### src/hw/dlog_pkg.sv
// Shared constants, codes and helper functions for the datalogger command unit
package dlog_pkg;

  // ==========================================================================
  // Command codes and fixed bytes
  localparam logic [7:0] CMD_COPY  = 8'h99;
  localparam logic [7:0] CMD_READ  = 8'h69;
  localparam logic [7:0] CMD_CLEAR = 8'h96;
  localparam logic [7:0] CMD_CONV  = 8'h55;
  localparam logic [7:0] CMD_START = 8'hCC;
  localparam logic [7:0] DUMMY_BYTE = 8'hFF;
  localparam logic [7:0] FILL_BYTE  = 8'hFF;
  localparam logic [7:0] PW_BYTE    = 8'h00;

  // ==========================================================================
  // Ending-status byte layout
  localparam int ES_ACCEPT_BIT  = 7;
  localparam int ES_ZERO_BIT    = 6;
  localparam int ES_PARTIAL_BIT = 5;
  localparam logic [4:0] PAGE_END_OFF = 5'h1F;
  localparam logic [5:0] SP_BYTES     = 6'h20;

  // ==========================================================================
  // Address map
  localparam logic [15:0] REG_FIRST     = 16'h0200;
  localparam logic [15:0] REG_LAST      = 16'h023F;
  localparam logic [15:0] PW_FIRST      = 16'h0220;
  localparam logic [15:0] PW_LAST       = 16'h022F;
  localparam logic [15:0] RSV_FIRST     = 16'h0280;
  localparam logic [15:0] RSV_LAST      = 16'h0FFF;
  localparam logic [15:0] MEM_LAST_ADDR = 16'h2FFF;

  // ==========================================================================
  // Timing
  localparam int CLK_NS   = 40;
  localparam int COPY_NS  = 2000;
  localparam logic [10:0] COPY_CYC = 11'((COPY_NS + CLK_NS - 1) / CLK_NS);
  localparam int CONV_MS  = 666;
  localparam int CONV_CYC_DFLT = (CONV_MS * 1000000) / CLK_NS;
  localparam logic [10:0] COPY_WAIT_CYC = 11'(COPY_CYC * SP_BYTES);

  // ==========================================================================
  // Functions
  function automatic logic [15:0] crc16_byte(input logic [15:0] crc, input logic [7:0] d);
    logic [15:0] c;
    c = crc;
    for (int i = 0; i < 8; i++)
    begin
      if (c[0] ^ d[i])
        c = (c >> 1) ^ 16'hA001;
      else
        c = c >> 1;
    end
    return c;
  endfunction : crc16_byte

  function automatic logic in_range(input logic [15:0] a, input logic [15:0] lo,
                                    input logic [15:0] hi);
    return (a >= lo) && (a <= hi);
  endfunction : in_range

endpackage : dlog_pkg

### src/hw/dlog_link_if.sv
// Byte and read-slot link between bus master and datalogger command unit
`timescale 1ns/10ps
interface dlog_link_if;
  logic       rst_pulse;
  logic       wr_valid;
  logic [7:0] wr_byte;
  logic       rd_req;
  logic       rd_valid;
  logic       rd_bit;

  modport device (input rst_pulse, input wr_valid, input wr_byte, input rd_req,
                  output rd_valid, output rd_bit);
  modport master (output rst_pulse, output wr_valid, output wr_byte, output rd_req,
                  input rd_valid, input rd_bit);
endinterface : dlog_link_if

### src/hw/dlog_cmd_unit.sv
// Device end: memory and control command interpreter of the datalogger
`timescale 1ns/10ps
module dlog_cmd_unit
  import dlog_pkg::*;
#(
  parameter int CONV_CYC = CONV_CYC_DFLT
)(
  // Clock and reset
  input  wire logic        clk,
  input  wire logic        arst_n,
  input  wire logic        ce,
  // Link
  dlog_link_if.device      link,
  // Scratchpad state and storage
  input  wire logic [15:0] target_address,
  input  wire logic [4:0]  ending_offset,
  input  wire logic        partial_byte_flag,
  input  wire logic        sp_write,
  output logic      [4:0]  sp_addr,
  input  wire logic [7:0]  sp_rdata,
  output logic      [7:0]  ending_status,
  output logic             authorization_accepted_flag,
  // Memory port
  output logic      [15:0] mem_addr,
  input  wire logic [7:0]  mem_rdata,
  output logic             mem_we,
  output logic      [7:0]  mem_wdata,
  // Passwords
  input  wire logic        pw_enabled,
  input  wire logic [63:0] full_pw,
  input  wire logic [63:0] read_pw,
  // Mission control
  input  wire logic        start_on_temp_alarm,
  input  wire logic        start_delay_done,
  input  wire logic        temp_alarm,
  input  wire logic        sample_tick,
  input  wire logic        sample_active,
  input  wire logic        mission_stop,
  output logic             mission_active_flag,
  output logic             awaiting_temp_alarm_flag,
  output logic             memory_cleared_flag,
  output logic             sample_enable,
  output logic             log_first_sample,
  output logic             set_timestamp,
  output logic             clear_mission,
  // Forced conversion
  output logic             conv_start,
  input  wire logic [15:0] sensor_temp,
  input  wire logic [15:0] sensor_data,
  output logic      [15:0] latest_temp,
  output logic      [15:0] latest_serial
);

  typedef enum logic [9:0] {
    S_CMD       = 10'h001,
    S_PARAM     = 10'h002,
    S_PW        = 10'h004,
    S_DUMMY     = 10'h008,
    S_COPY      = 10'h010,
    S_COPY_DONE = 10'h020,
    S_RD_DATA   = 10'h040,
    S_RD_CRC    = 10'h080,
    S_ONES      = 10'h100,
    S_HALT      = 10'h200
  } cmd_state_t;

  typedef enum logic [4:0] {
    M_IDLE  = 5'h01,
    M_DELAY = 5'h02,
    M_WAIT  = 5'h04,
    M_FIRST = 5'h08,
    M_LOG   = 5'h10
  } mission_state_t;

  typedef struct packed {
    cmd_state_t     state;
    mission_state_t mstate;
    logic [7:0]     cmd;
    logic [3:0]     cnt;
    logic [23:0]    auth;
    logic [63:0]    pw;
    logic [15:0]    addr;
    logic [15:0]    crc;
    logic [15:0]    tx;
    logic [3:0]     txl;
    logic           page_end;
    logic           last;
    logic           alt;
    logic           rd_bit;
    logic           rd_valid;
    logic           accepted;
    logic           wiped;
    logic [10:0]    tmr;
    logic           we;
    logic [7:0]     wdata;
    logic [23:0]    conv_cnt;
    logic [15:0]    ltemp;
    logic [15:0]    lserial;
    logic           clear_p;
    logic           conv_p;
    logic           first_p;
    logic           ts_p;
  } dev_state_t;

  dev_state_t q_ff;
  dev_state_t nxt_q;

  logic [7:0] es_byte;
  logic       blocked;

  // ==========================================================================
  // Status byte and outputs
  always_comb
  begin
    es_byte = {q_ff.accepted, 1'b0, partial_byte_flag, ending_offset};
  end

  assign ending_status               = es_byte;
  assign authorization_accepted_flag = q_ff.accepted;
  assign sp_addr                     = q_ff.addr[4:0];
  assign mem_addr                    = q_ff.addr;
  assign mem_we                      = q_ff.we;
  assign mem_wdata                   = q_ff.wdata;
  assign mission_active_flag         = (q_ff.mstate != M_IDLE);
  assign awaiting_temp_alarm_flag    = (q_ff.mstate == M_WAIT);
  assign memory_cleared_flag         = q_ff.wiped;
  assign sample_enable               = (q_ff.mstate == M_LOG);
  assign log_first_sample            = q_ff.first_p;
  assign set_timestamp               = q_ff.ts_p;
  assign clear_mission               = q_ff.clear_p;
  assign conv_start                  = q_ff.conv_p;
  assign latest_temp                 = q_ff.ltemp;
  assign latest_serial               = q_ff.lserial;
  assign link.rd_valid               = q_ff.rd_valid;
  assign link.rd_bit                 = q_ff.rd_bit;

  // Sampling or a running conversion owns the memory
  assign blocked = (q_ff.conv_cnt != 24'h00_0000) || sample_active;

  // ==========================================================================
  // Next state
  always_comb
  begin
    logic [7:0]  b;
    logic [7:0]  d;
    logic [15:0] crc_base;
    logic [15:0] v;
    logic        ok_full;
    logic        ok_read;
    logic        load;
    b        = link.wr_byte;
    d        = 8'h00;
    crc_base = q_ff.crc;
    v        = ~q_ff.crc;
    ok_full  = 1'b0;
    ok_read  = 1'b0;
    load     = 1'b0;
    nxt_q    = q_ff;
    nxt_q.rd_valid = 1'b0;
    nxt_q.we       = 1'b0;
    nxt_q.clear_p  = 1'b0;
    nxt_q.conv_p   = 1'b0;
    nxt_q.first_p  = 1'b0;
    nxt_q.ts_p     = 1'b0;

    if (sp_write)
      nxt_q.accepted = 1'b0;

    // Conversion runs on its own, unaffected by bus resets
    if (q_ff.conv_cnt != 24'h00_0000)
    begin
      nxt_q.conv_cnt = q_ff.conv_cnt - 24'h00_0001;
      if (q_ff.conv_cnt == 24'h00_0001)
      begin
        nxt_q.ltemp   = sensor_temp;
        nxt_q.lserial = sensor_data;
      end
    end

    unique case (q_ff.mstate)
      M_IDLE:  ;
      M_DELAY:
        if (start_delay_done)
          nxt_q.mstate = start_on_temp_alarm ? M_WAIT : M_LOG;
      M_WAIT:
        if (temp_alarm)
        begin
          nxt_q.first_p = 1'b1;
          nxt_q.mstate  = M_FIRST;
        end
      M_FIRST:
        if (sample_tick)
        begin
          nxt_q.ts_p   = 1'b1;
          nxt_q.mstate = M_LOG;
        end
      M_LOG:   ;
    endcase
    if (mission_stop)
      nxt_q.mstate = M_IDLE;

    // Incoming bytes
    if (link.wr_valid)
    begin
      unique case (q_ff.state)
        S_CMD:
        begin
          nxt_q.cmd = b;
          nxt_q.cnt = 4'h0;
          nxt_q.crc = crc16_byte(16'h0000, b);
          unique case (b)
            CMD_COPY, CMD_READ:   nxt_q.state = S_PARAM;
            CMD_CLEAR, CMD_START: nxt_q.state = S_PW;
            CMD_CONV:             nxt_q.state = S_DUMMY;
            default:              nxt_q.state = S_HALT;
          endcase
        end
        S_PARAM:
        begin
          nxt_q.auth = {b, q_ff.auth[23:8]};
          nxt_q.addr = {b, q_ff.addr[15:8]};
          nxt_q.crc  = crc16_byte(q_ff.crc, b);
          nxt_q.cnt  = q_ff.cnt + 4'h1;
          if (q_ff.cnt == ((q_ff.cmd == CMD_COPY) ? 4'h2 : 4'h1))
          begin
            nxt_q.state = S_PW;
            nxt_q.cnt   = 4'h0;
          end
        end
        S_PW:
        begin
          nxt_q.pw  = {b, q_ff.pw[63:8]};
          nxt_q.cnt = q_ff.cnt + 4'h1;
          ok_full   = !pw_enabled || (nxt_q.pw == full_pw);
          ok_read   = ok_full || (nxt_q.pw == read_pw);
          if (q_ff.cnt == 4'h7)
          begin
            if (q_ff.cmd == CMD_COPY)
            begin
              if (ok_full && (q_ff.auth == {es_byte, target_address}) && !blocked &&
                  !(mission_active_flag && in_range(target_address, REG_FIRST, REG_LAST)))
              begin
                nxt_q.accepted = 1'b1;
                nxt_q.addr     = target_address;
                nxt_q.tmr      = COPY_CYC - 11'h001;
                nxt_q.state    = S_COPY;
              end
              else
                nxt_q.state = S_HALT;
            end
            else if (q_ff.cmd == CMD_READ)
            begin
              nxt_q.state    = ok_read ? S_RD_DATA : S_HALT;
              nxt_q.txl      = 4'h0;
              nxt_q.page_end = 1'b0;
            end
            else
              nxt_q.state = S_DUMMY;
          end
        end
        S_DUMMY:
        begin
          nxt_q.state = S_HALT;
          ok_full     = !pw_enabled || (q_ff.pw == full_pw);
          if ((b == DUMMY_BYTE) && !mission_active_flag && !blocked)
          begin
            if ((q_ff.cmd == CMD_CLEAR) && ok_full)
            begin
              nxt_q.clear_p = 1'b1;
              nxt_q.wiped   = 1'b1;
            end
            else if ((q_ff.cmd == CMD_START) && ok_full && q_ff.wiped)
            begin
              nxt_q.mstate = M_DELAY;
              nxt_q.wiped  = 1'b0;
            end
            else if (q_ff.cmd == CMD_CONV)
            begin
              nxt_q.conv_cnt = 24'(CONV_CYC);
              nxt_q.conv_p   = 1'b1;
            end
          end
        end
        default: ;
      endcase
    end

    // Copy engine: one byte per timer period
    if (q_ff.state == S_COPY)
    begin
      nxt_q.tmr = q_ff.tmr - 11'h001;
      if (q_ff.tmr == 11'h001)
      begin
        nxt_q.wdata = sp_rdata;
        nxt_q.we    = 1'b1;
      end
      if (q_ff.tmr == 11'h000)
      begin
        if (q_ff.addr[4:0] == ending_offset)
        begin
          nxt_q.state = S_COPY_DONE;
          nxt_q.alt   = 1'b1;
        end
        else
        begin
          nxt_q.addr = q_ff.addr + 16'h0001;
          nxt_q.tmr  = COPY_CYC - 11'h001;
        end
      end
    end

    // Read slots
    if (link.rd_req)
    begin
      nxt_q.rd_valid = 1'b1;
      nxt_q.rd_bit   = 1'b1;
      if (((q_ff.state == S_RD_DATA) || (q_ff.state == S_RD_CRC)) && (q_ff.txl != 4'h0))
      begin
        nxt_q.rd_bit = q_ff.tx[0];
        nxt_q.tx     = {1'b0, q_ff.tx[15:1]};
        nxt_q.txl    = q_ff.txl - 4'h1;
      end
      else
      begin
        unique case (q_ff.state)
          S_COPY:      nxt_q.rd_bit = 1'b0;
          S_COPY_DONE:
          begin
            nxt_q.rd_bit = q_ff.alt;
            nxt_q.alt    = ~q_ff.alt;
          end
          S_RD_DATA:
            if (q_ff.page_end)
            begin
              nxt_q.rd_bit   = v[0];
              nxt_q.tx       = {1'b0, v[15:1]};
              nxt_q.txl      = 4'hF;
              nxt_q.page_end = 1'b0;
              nxt_q.state    = S_RD_CRC;
            end
            else
              load = 1'b1;
          S_RD_CRC:
          begin
            crc_base  = 16'h0000;
            nxt_q.crc = 16'h0000;
            if (q_ff.last)
              nxt_q.state = S_ONES;
            else
            begin
              nxt_q.state = S_RD_DATA;
              load        = 1'b1;
            end
          end
          default: ;
        endcase
      end
      if (load)
      begin
        if (blocked || in_range(q_ff.addr, RSV_FIRST, RSV_LAST) || (q_ff.addr > MEM_LAST_ADDR))
          d = FILL_BYTE;
        else if (in_range(q_ff.addr, PW_FIRST, PW_LAST))
          d = PW_BYTE;
        else
          d = mem_rdata;
        nxt_q.crc      = crc16_byte(crc_base, d);
        nxt_q.rd_bit   = d[0];
        nxt_q.tx       = {9'h000, d[7:1]};
        nxt_q.txl      = 4'h7;
        nxt_q.page_end = (q_ff.addr[4:0] == PAGE_END_OFF);
        nxt_q.last     = (q_ff.addr == MEM_LAST_ADDR);
        nxt_q.addr     = q_ff.addr + 16'h0001;
      end
    end

    if (link.rst_pulse && (q_ff.state != S_COPY))
    begin
      nxt_q.state    = S_CMD;
      nxt_q.cnt      = 4'h0;
      nxt_q.txl      = 4'h0;
      nxt_q.page_end = 1'b0;
    end
  end

  // ==========================================================================
  // State register
  always_ff @(posedge clk or negedge arst_n)
  begin
    if (!arst_n)
    begin
      q_ff        <= '0;
      q_ff.state  <= S_CMD;
      q_ff.mstate <= M_IDLE;
      q_ff.rd_bit <= 1'b1;
    end
    else if (ce)
      q_ff <= nxt_q;
  end

endmodule : dlog_cmd_unit

### src/flat_wrapper.sv
// flat-port wrapper written by rule: the top's interface ports become plain ports
module dlog_cmd_unit_flat import dlog_pkg::*;
#(
  parameter int CONV_CYC = CONV_CYC_DFLT
)
  (clk, arst_n, ce, target_address, ending_offset, partial_byte_flag, sp_write, sp_addr, sp_rdata, ending_status, authorization_accepted_flag, mem_addr, mem_rdata, mem_we, mem_wdata, pw_enabled, full_pw, read_pw, start_on_temp_alarm, start_delay_done, temp_alarm, sample_tick, sample_active, mission_stop, mission_active_flag, awaiting_temp_alarm_flag, memory_cleared_flag, sample_enable, log_first_sample, set_timestamp, clear_mission, conv_start, sensor_temp, sensor_data, latest_temp, latest_serial, link_rst_pulse, link_wr_valid, link_wr_byte, link_rd_req, link_rd_valid, link_rd_bit);
  dlog_link_if link_i ();
  input  wire logic clk;
  input  wire logic arst_n;
  input  wire logic ce;
  input  wire logic [15:0] target_address;
  input  wire logic [4:0] ending_offset;
  input  wire logic partial_byte_flag;
  input  wire logic sp_write;
  output logic      [4:0] sp_addr;
  input  wire logic [7:0] sp_rdata;
  output logic      [7:0] ending_status;
  output logic authorization_accepted_flag;
  output logic      [15:0] mem_addr;
  input  wire logic [7:0] mem_rdata;
  output logic mem_we;
  output logic      [7:0] mem_wdata;
  input  wire logic pw_enabled;
  input  wire logic [63:0] full_pw;
  input  wire logic [63:0] read_pw;
  input  wire logic start_on_temp_alarm;
  input  wire logic start_delay_done;
  input  wire logic temp_alarm;
  input  wire logic sample_tick;
  input  wire logic sample_active;
  input  wire logic mission_stop;
  output logic mission_active_flag;
  output logic awaiting_temp_alarm_flag;
  output logic memory_cleared_flag;
  output logic sample_enable;
  output logic log_first_sample;
  output logic set_timestamp;
  output logic clear_mission;
  output logic conv_start;
  input  wire logic [15:0] sensor_temp;
  input  wire logic [15:0] sensor_data;
  output logic      [15:0] latest_temp;
  output logic      [15:0] latest_serial;
  input wire logic [$bits(link_i.rst_pulse)-1:0] link_rst_pulse;
  input wire logic [$bits(link_i.wr_valid)-1:0] link_wr_valid;
  input wire logic [$bits(link_i.wr_byte)-1:0] link_wr_byte;
  input wire logic [$bits(link_i.rd_req)-1:0] link_rd_req;
  output wire logic [$bits(link_i.rd_valid)-1:0] link_rd_valid;
  output wire logic [$bits(link_i.rd_bit)-1:0] link_rd_bit;
  assign link_i.rst_pulse = link_rst_pulse;
  assign link_i.wr_valid = link_wr_valid;
  assign link_i.wr_byte = link_wr_byte;
  assign link_i.rd_req = link_rd_req;
  assign link_rd_valid = link_i.rd_valid;
  assign link_rd_bit = link_i.rd_bit;
  dlog_cmd_unit #(.CONV_CYC(CONV_CYC)) u_core (.clk(clk), .arst_n(arst_n), .ce(ce), .link(link_i), .target_address(target_address), .ending_offset(ending_offset), .partial_byte_flag(partial_byte_flag), .sp_write(sp_write), .sp_addr(sp_addr), .sp_rdata(sp_rdata), .ending_status(ending_status), .authorization_accepted_flag(authorization_accepted_flag), .mem_addr(mem_addr), .mem_rdata(mem_rdata), .mem_we(mem_we), .mem_wdata(mem_wdata), .pw_enabled(pw_enabled), .full_pw(full_pw), .read_pw(read_pw), .start_on_temp_alarm(start_on_temp_alarm), .start_delay_done(start_delay_done), .temp_alarm(temp_alarm), .sample_tick(sample_tick), .sample_active(sample_active), .mission_stop(mission_stop), .mission_active_flag(mission_active_flag), .awaiting_temp_alarm_flag(awaiting_temp_alarm_flag), .memory_cleared_flag(memory_cleared_flag), .sample_enable(sample_enable), .log_first_sample(log_first_sample), .set_timestamp(set_timestamp), .clear_mission(clear_mission), .conv_start(conv_start), .sensor_temp(sensor_temp), .sensor_data(sensor_data), .latest_temp(latest_temp), .latest_serial(latest_serial));
endmodule
### config.mk
export PLATFORM = sky130hd
export DESIGN_NAME = dlog_cmd_unit_flat
export DESIGN_NICKNAME = d
export VERILOG_FILES = /design/src/hw/dlog_pkg.sv /design/src/hw/dlog_link_if.sv /design/src/hw/dlog_cmd_unit.sv /design/src/flat_wrapper.sv
export SDC_FILE = /design/constraint.sdc
export NUM_CORES = 1
export LEC_CHECK = 0
export BUFFER_PORTS_ARGS = -buffer_cell sky130_fd_sc_hd__buf_2
export CAP_MARGIN = 10
export CORE_ASPECT_RATIO = 0.9
export CORE_UTILIZATION = 60
export DETAILED_ROUTE_END_ITERATION = 12
export HOLD_SLACK_MARGIN = 0.12
export MAX_ROUTING_LAYER = met4
export PLACE_DENSITY = 0.93
export RECOVER_POWER = 100
export SLEW_MARGIN = 0
export SYNTH_ARGS = -nofsm -noshare
export SYNTH_HDL_FRONTEND = slang
export SYNTH_SLANG_ARGS = --single-unit
### constraint.sdc
create_clock -name clk -period 5.58 [get_ports clk]
set_input_delay 0.837 -clock clk [delete_from_list [all_inputs] [get_ports clk]]
set_output_delay 0.837 -clock clk [all_outputs]
set_load 0.02 [all_outputs]
==> flow_metrics.env, run 1 <==
export IMPL_status="finished, violations left"
export IMPL_violations="max-capacitance violations, max-slew violations"
export IMPL_final_antenna_net_count=0
export IMPL_crit_required_ns=6.02
export IMPL_ff_latch_area_um2=6335
export IMPL_fin_skew_ns=0.01542
export IMPL_synth_ff_type="dfrtp_1"
export IMPL_grt_pass1_wl_um=83490
export IMPL_p_leak_nw=8.608
export IMPL_grt_util_all_layers_pct=40.83
export IMPL_drt_iter0_markers=1760
export IMPL_synth_edf_count=0
export IMPL_ctsHtreeMaxLevel=1
export IMPL_cts_buffer_depth=3
export IMPL_rrSetupSlack_ns=1.13
export IMPL_p_int_mw=3.541
export IMPL_peakVddDrop_v=0.0002230
export IMPL_dr_pass1_iters=6
export IMPL_cp_data_arrival_time_ns=4.89
export IMPL_synth_warnings=0
export IMPL_dieWidth_um=175.8
export IMPL_power_density_nw_per_um2=284.4
export IMPL_swShare_pct=31.42
export IMPL_hpwl_um=41820
export IMPL_ys_types=83
export IMPL_syn_inst=1844
export IMPL_setup_viol=0
export IMPL_cts_buffers=26
export IMPL_wirelength_um=55640
export IMPL_setup_worst_path_start="u_core.q_ff[44]"
export IMPL_maxSlewViolCount=250
export IMPL_grt_pass1_vias=14133
export IMPL_synth_top_area_share_pct=38.34
export IMPL_wire_per_inst_um=23.58
export IMPL_cts_root_buf="clkbuf_16"
export IMPL_switchingPower_mw=1.622
export IMPL_cts_resized=0
export IMPL_gp_congestion=1.042
export IMPL_nNetsFinal=2235
export IMPL_gr_total_overflow=0
export IMPL_worstSetupPathType="reg2reg"
export IMPL_synth_area_leaders="dfrtp_1, xor2_1, nand2_1"
export IMPL_die_area_um2=27860
export IMPL_finalHoldViolCount=0
export IMPL_synthArstFlopShare_pct=100.0
export IMPL_syn_area_per_cell_um2=8.848
export IMPL_fin_crit_ns=4.449
export IMPL_timing_fmax_ghz=0.2248
export IMPL_synth_cells_most_frequent="nand2_1, dfrtp_1, xor2_1"
export IMPL_rows=56
export IMPL_boundaryPins=301
export IMPL_worstReg2RegEnd="u_core.q_ff[78]"
export IMPL_stdcell_count=2360
export IMPL_rr_worst_depth=10
export IMPL_antenna_found_initial=2
export IMPL_maxCapViolCount=5
export IMPL_ys_seq_area_share_pct=38.83
export IMPL_clock_sinks=253
export IMPL_via_per_inst=6.324
export IMPL_port_buffers=299
export IMPL_slew_headroom_pct=-121.7
export IMPL_cp_max_fo=12
export IMPL_path_clk_slew_ns=0.07
export IMPL_post_place_cells=2311
export IMPL_core_um2=26420
export IMPL_cp_end_kind="flop"
export IMPL_cts_setup_buffers=0
export IMPL_clock_latency_ns=0.55
export IMPL_ys_seq_elements=253
export IMPL_synth_cell_area_um2=16320
export IMPL_grt_setup_unrepaired="no"
export IMPL_worst_pin_slew_ns=3.325
export IMPL_die_y_um=158.4
export IMPL_num_vias=14925
export IMPL_worst_slack_ns=1.131
export IMPL_synth_top_area_cell="dfrtp_1"
export IMPL_cts_tree="done"
export IMPL_finalCritPeriodShare_pct=79.73
export IMPL_grt_start_max_net_pins=131
export IMPL_drive_above_1_share_pct=18.01
export IMPL_final_fill_count=2104
export IMPL_start_kind="flop"
export IMPL_hold_buffers=0
export IMPL_start_util_pct=61.77
export IMPL_drc_errors=0
export IMPL_tns_ns=0
export IMPL_whs_ns=0.4801
export IMPL_preCtsSetupSlack_ns=1.640
export IMPL_synth_most_common_cell="nand2_1"
export IMPL_syn_num_nets=2088
export IMPL_hold_class="reg2reg"
export IMPL_area_growth_syn_to_layout_pct=11.27
export IMPL_p_seq_share_pct=43.3
export IMPL_utilization_pct=68.73
export IMPL_crit_path_end="u_core.q_ff[78]"
export IMPL_pwr_share_comb_pct=20.8
export IMPL_multi_input_area_um2=8851
export IMPL_clkPwrFrac_pct=35.9
export IMPL_rr_startpoint="u_core.q_ff[44]"
==> worst max-delay path, cell delays in order (launching register included) <==
cell       delay [ns]
dfrtp_1          0.43
or4_1            0.63
nor4_1           0.79
nand4_1          0.31
nor2_1           0.42
o2111ai_1        0.22
clkbuf_1         0.32
o21ai_0          0.24
clkbuf_1         0.40
nand2_1          0.26
o31ai_1          0.33
==> registers in the layout (all words and copies together) (netlist names), 8 cells and up <==
register and count:
u_core.mem_wdata 8, u_core.latest_temp 16, u_core.mem_addr 16, u_core.latest_serial 16, u_core.q_ff 188
==> kinds of logic (layout without fill, tap and decap cells) <==
| kind of cell | count (synthesis) | in the layout | share of synthesized area (%) |
|---|---|---|---|
| other cells | 1 | 3 | 0.02298 |
| compound gates | 290 | 290 | 11.49 |
| flops | 253 | 253 | 38.83 |
| xor+xnor | 288 | 288 | 15.80 |
| fa+ha+maj | 24 | 24 | 1.841 |
| simple gates | 688 | 688 | 20.26 |
| buf+inv | 229 | 395 | 6.879 |
| mux | 71 | 71 | 4.885 |
==> power groups by stage <==
| stage | registers [mW] | logic (mW) | clock network [mW] |
|---|---|---|---|
| 2_1_floorplan | 2.17 | 0.778 | 0 |
| 3_3_place_gp | 2.23 | 1.03 | 0 |
| 3_5_place_dp | 2.25 | 1.06 | 0 |
| 4_1_cts | 2.22 | 1.08 | 1.86 |
| 5_1_grt | 2.25 | 1.16 | 1.93 |
| 6_report | 2.24 | 1.07 | 1.86 |
==> final cells by class <==
cell class | instances | area share, %
diodes | 2 | 0.02757
clock inverters | 18 | 1.178
well taps | 348 | 2.398
clock buffers | 29 | 3.811
inverters | 34 | 0.7030
multi-input cells | 1362 | 48.75
repair buffers | 314 | 8.236
flip-flops and latches | 253 | 34.89
==> routing by layer <==
metal  global-route usage, %  vias to the layer above  routed length, um
met5                       -                        -                  0
met1                   55.02                     7251              22790
met2                   63.75                      948              25560
li1                        -                     6598                  -
met4                   10.89                        0               1528
met3                   7.235                      128               5756
==> worst min-delay path by stage <==
stage / startpoint / endpoint / cells after the start
CTS: arst_n / u_core.q_ff[164] / 1
global route: u_core.q_ff[43] / u_core.q_ff[43] / 1
global placement: u_core.q_ff[43] / u_core.q_ff[43] / 1
detailed placement: u_core.q_ff[43] / u_core.q_ff[43] / 1
floorplan: u_core.q_ff[43] / u_core.q_ff[43] / 1
finish: u_core.q_ff[43] / u_core.q_ff[43] / 1
==> through the flow <==
step	total power, mW	cell area [um^2]
detailed placement	3.316	17400
finish	5.164	18150
CTS	5.161	18310
floorplan	2.953	16320
global route	5.348	18150
global placement	3.261	17400
==> layout by cell type (no fill, tap or decap), drive strengths merged, types with 6 or more instances in the layout <==
| cell type | count |
|---|---|
| ha | 24 |
| clkinv | 12 |
| o21ai | 98 |
| inv | 34 |
| buf | 225 |
| or3 | 7 |
| or4 | 10 |
| nand3 | 30 |
| xor2 | 181 |
| nor4 | 62 |
| nor2 | 106 |
| a211oi | 9 |
| and3 | 7 |
| o21a | 6 |
| mux2 | 69 |
| nor3 | 36 |
| and2 | 16 |
| a22o | 13 |
| xnor2 | 103 |
| nand2b | 8 |
| o31ai | 11 |
| nor2b | 9 |
| nand4 | 45 |
| nand2 | 309 |
| dfrtp | 250 |
| a21oi | 63 |
| or2 | 7 |
| a221oi | 9 |
| nor4bb | 6 |
| o22ai | 14 |
| clkbuf | 118 |
No activity file was read; power rests on OpenSTA's default activity.
==> run 2: changes to the inputs <==
- CORE_UTILIZATION: 60 -> 57
- PLACE_DENSITY: 0.93 -> 0.89
- clock period: 5.58 -> 4.2 ns (I/O delays scaled with it)
==> flow_metrics.env, run 2 (synthesis gave the netlist of run 1 again) <==
export IMPL_grt_setup_unrepaired="no"
export IMPL_multi_input_area_um2=8861
export IMPL_power_density_nw_per_um2=370.0
export IMPL_grt_pass1_wl_um=81520
export IMPL_port_buffers=299
export IMPL_timing_fmax_ghz=0.2551
export IMPL_use_met3_pct=7.469
export IMPL_cpMaxStageDelayCell="or4_1"
export IMPL_largest_register="u_core.q_ff"
export IMPL_gp_congestion=1.033
export IMPL_wire_per_inst_um=22.35
export IMPL_crit_cells=8
export IMPL_gr_total_overflow=0
export IMPL_status="finished, violations left"
export IMPL_dieWidth_um=180.3
export IMPL_via_per_inst=6.144
export IMPL_drt_iter0_markers=1554
export IMPL_cp_data_arrival_time_ns=4.35
export IMPL_met2_usage_pct=57.28
export IMPL_preCtsSetupSlack_ns=0.3770
export IMPL_stdcell_count=2394
export IMPL_finalCritPeriodShare_pct=93.33
export IMPL_grt_start_max_net_pins=97
export IMPL_largest_reg_flops=188
export IMPL_grt_pass1_vias=13996
export IMPL_num_vias=14709
export IMPL_busiest_layer="met2"
export IMPL_maxCapViolCount=4
export IMPL_start_util_pct=58.25
export IMPL_violations="max-capacitance violations, max-slew violations"
export IMPL_finalHoldViolCount=0
export IMPL_ff_latch_area_um2=6335
export IMPL_cts_buffers=27
export IMPL_cts_resized=0
export IMPL_drc_errors=0
export IMPL_cts_buffer_depth=3
export IMPL_fin_crit_ns=3.920
export IMPL_layout_common_cells="nand2_1, dfrtp_1, buf_2"
export IMPL_post_place_cells=2341
export IMPL_ctsHtreeMaxLevel=1
export IMPL_hold_depth=2
export IMPL_maxSlewViolCount=182
export IMPL_cts_root_buf="clkbuf_16"
export IMPL_hold_class="in2reg"
export IMPL_worstSetupPathType="reg2reg"
export IMPL_crit_chain="or4_1, or4_1, or3_2, nor4_1, o2111a_1, o21ai_0, a221oi_1, nor3_1"
export IMPL_clock_sinks=253
export IMPL_cp_max_fo=10
export IMPL_slowest_delay_ns=0.62
export IMPL_rr_worst_depth=8
export IMPL_critical_path_most_common_cell="or4_1"
export IMPL_nNetsFinal=2255
export IMPL_grt_util_all_layers_pct=37.37
export IMPL_boundaryPins=301
export IMPL_die_y_um=162.5
export IMPL_rows=58
export IMPL_wirelength_um=53510
export IMPL_core_um2=28010
export IMPL_slew_headroom_pct=-31.78
export IMPL_start_kind="flop"
export IMPL_worst_slack_ns=0.2800
export IMPL_tns_ns=0
export IMPL_final_common_cell="nand2_1"
export IMPL_clock_latency_ns=0.55
export IMPL_peakVddDrop_v=0.0002922
export IMPL_drive_above_1_share_pct=18.37
export IMPL_setup_viol=0
export IMPL_cts_setup_buffers=0
export IMPL_final_antenna_net_count=0
export IMPL_die_area_um2=29310
export IMPL_path_buf_inv=0
export IMPL_final_fill_count=2365
export IMPL_dr_pass1_iters=6
export IMPL_p_leak_nw=8.656
export IMPL_hpwl_um=41130
export IMPL_cp_end_kind="flop"
export IMPL_fin_skew_ns=0.01670
export IMPL_antenna_found_initial=4
export IMPL_area_growth_syn_to_layout_pct=11.94
export IMPL_path_delay_family="simple AND/OR/NAND/NOR gates"
export IMPL_cts_tree="done"
export IMPL_path_clk_slew_ns=0.07
export IMPL_grt_util_met1_pct=50.23
export IMPL_crit_required_ns=4.63
export IMPL_worst_pin_slew_ns=1.977
==> run 2: per-layer routing <==
| metal | share of wire, % | wire (um) |
|---|---|---|
| met1 | 43 | 22870 |
| met2 | 45 | 24150 |
| met3 | 9.1 | 4878 |
| met4 | 3.0 | 1610 |
| met5 | 0 | 0 |
==> run 2: final cells by class <==
class,instances,share of cell area (%)
Multi-Input combinational cell,1362,48.52
Tap cell,360,2.466
Clock inverter,9,0.5755
Inverter,34,0.6988
Clock buffer,39,4.220
Sequential cell,253,34.69
Timing Repair Buffer,333,8.783
Antenna cell,4,0.05481
==> run 2: stage by stage <==
stage	hold slack (ns)	cell area [um^2]	total power [mW]	utilization (%)
after floorplan	0.3344	16320	3.923	-
after global placement	0.4508	17560	4.356	62.69
after detailed placement	0.4528	17560	4.407	62.69
after CTS	0.3010	18450	6.786	65.86
after global routing	0.3108	18260	7.024	65.20
final	0.3184	18260	6.758	65.20
==> run 2: report_power, final <==
part | leakage (nW) | internal [mW] | switching (mW) | total, mW
logic | 4.81 | 0.605 | 0.818 | 1.42
clock network | 0.430 | 1.39 | 0.990 | 2.38
registers | 3.41 | 2.67 | 0.281 | 2.95
total | 8.66 | 4.67 | 2.09 | 6.76
==> run 2: what timing repair did <==
item,4_1_cts,5_1_grt
hold buffers,1,0
endpoints found under the setup margin,0,0
hold endpoints to repair,68,0
==> run 2: path summary, 6_finish.rpt <==
kind                            startpoint               endpoint  slack [ns]
max                        u_core.q_ff[44]     u_core.mem_addr[9]        0.28
min                         sensor_temp[2]  u_core.latest_temp[2]        0.32
max reg2reg                u_core.q_ff[44]     u_core.mem_addr[9]        0.28
min reg2reg                u_core.q_ff[43]        u_core.q_ff[43]        0.46
max in group asynchronous           arst_n       u_core.q_ff[173]        0.86
min in group asynchronous           arst_n       u_core.q_ff[147]        1.10
==> run 2: worst register-to-register path, delay by kind of cell (launching register included) <==
| family | cells | cell delay, ns |
|---|---|---|
| simple gates | 5 | 2.32 |
| compound gates | 3 | 1.08 |
| flops | 1 | 0.42 |
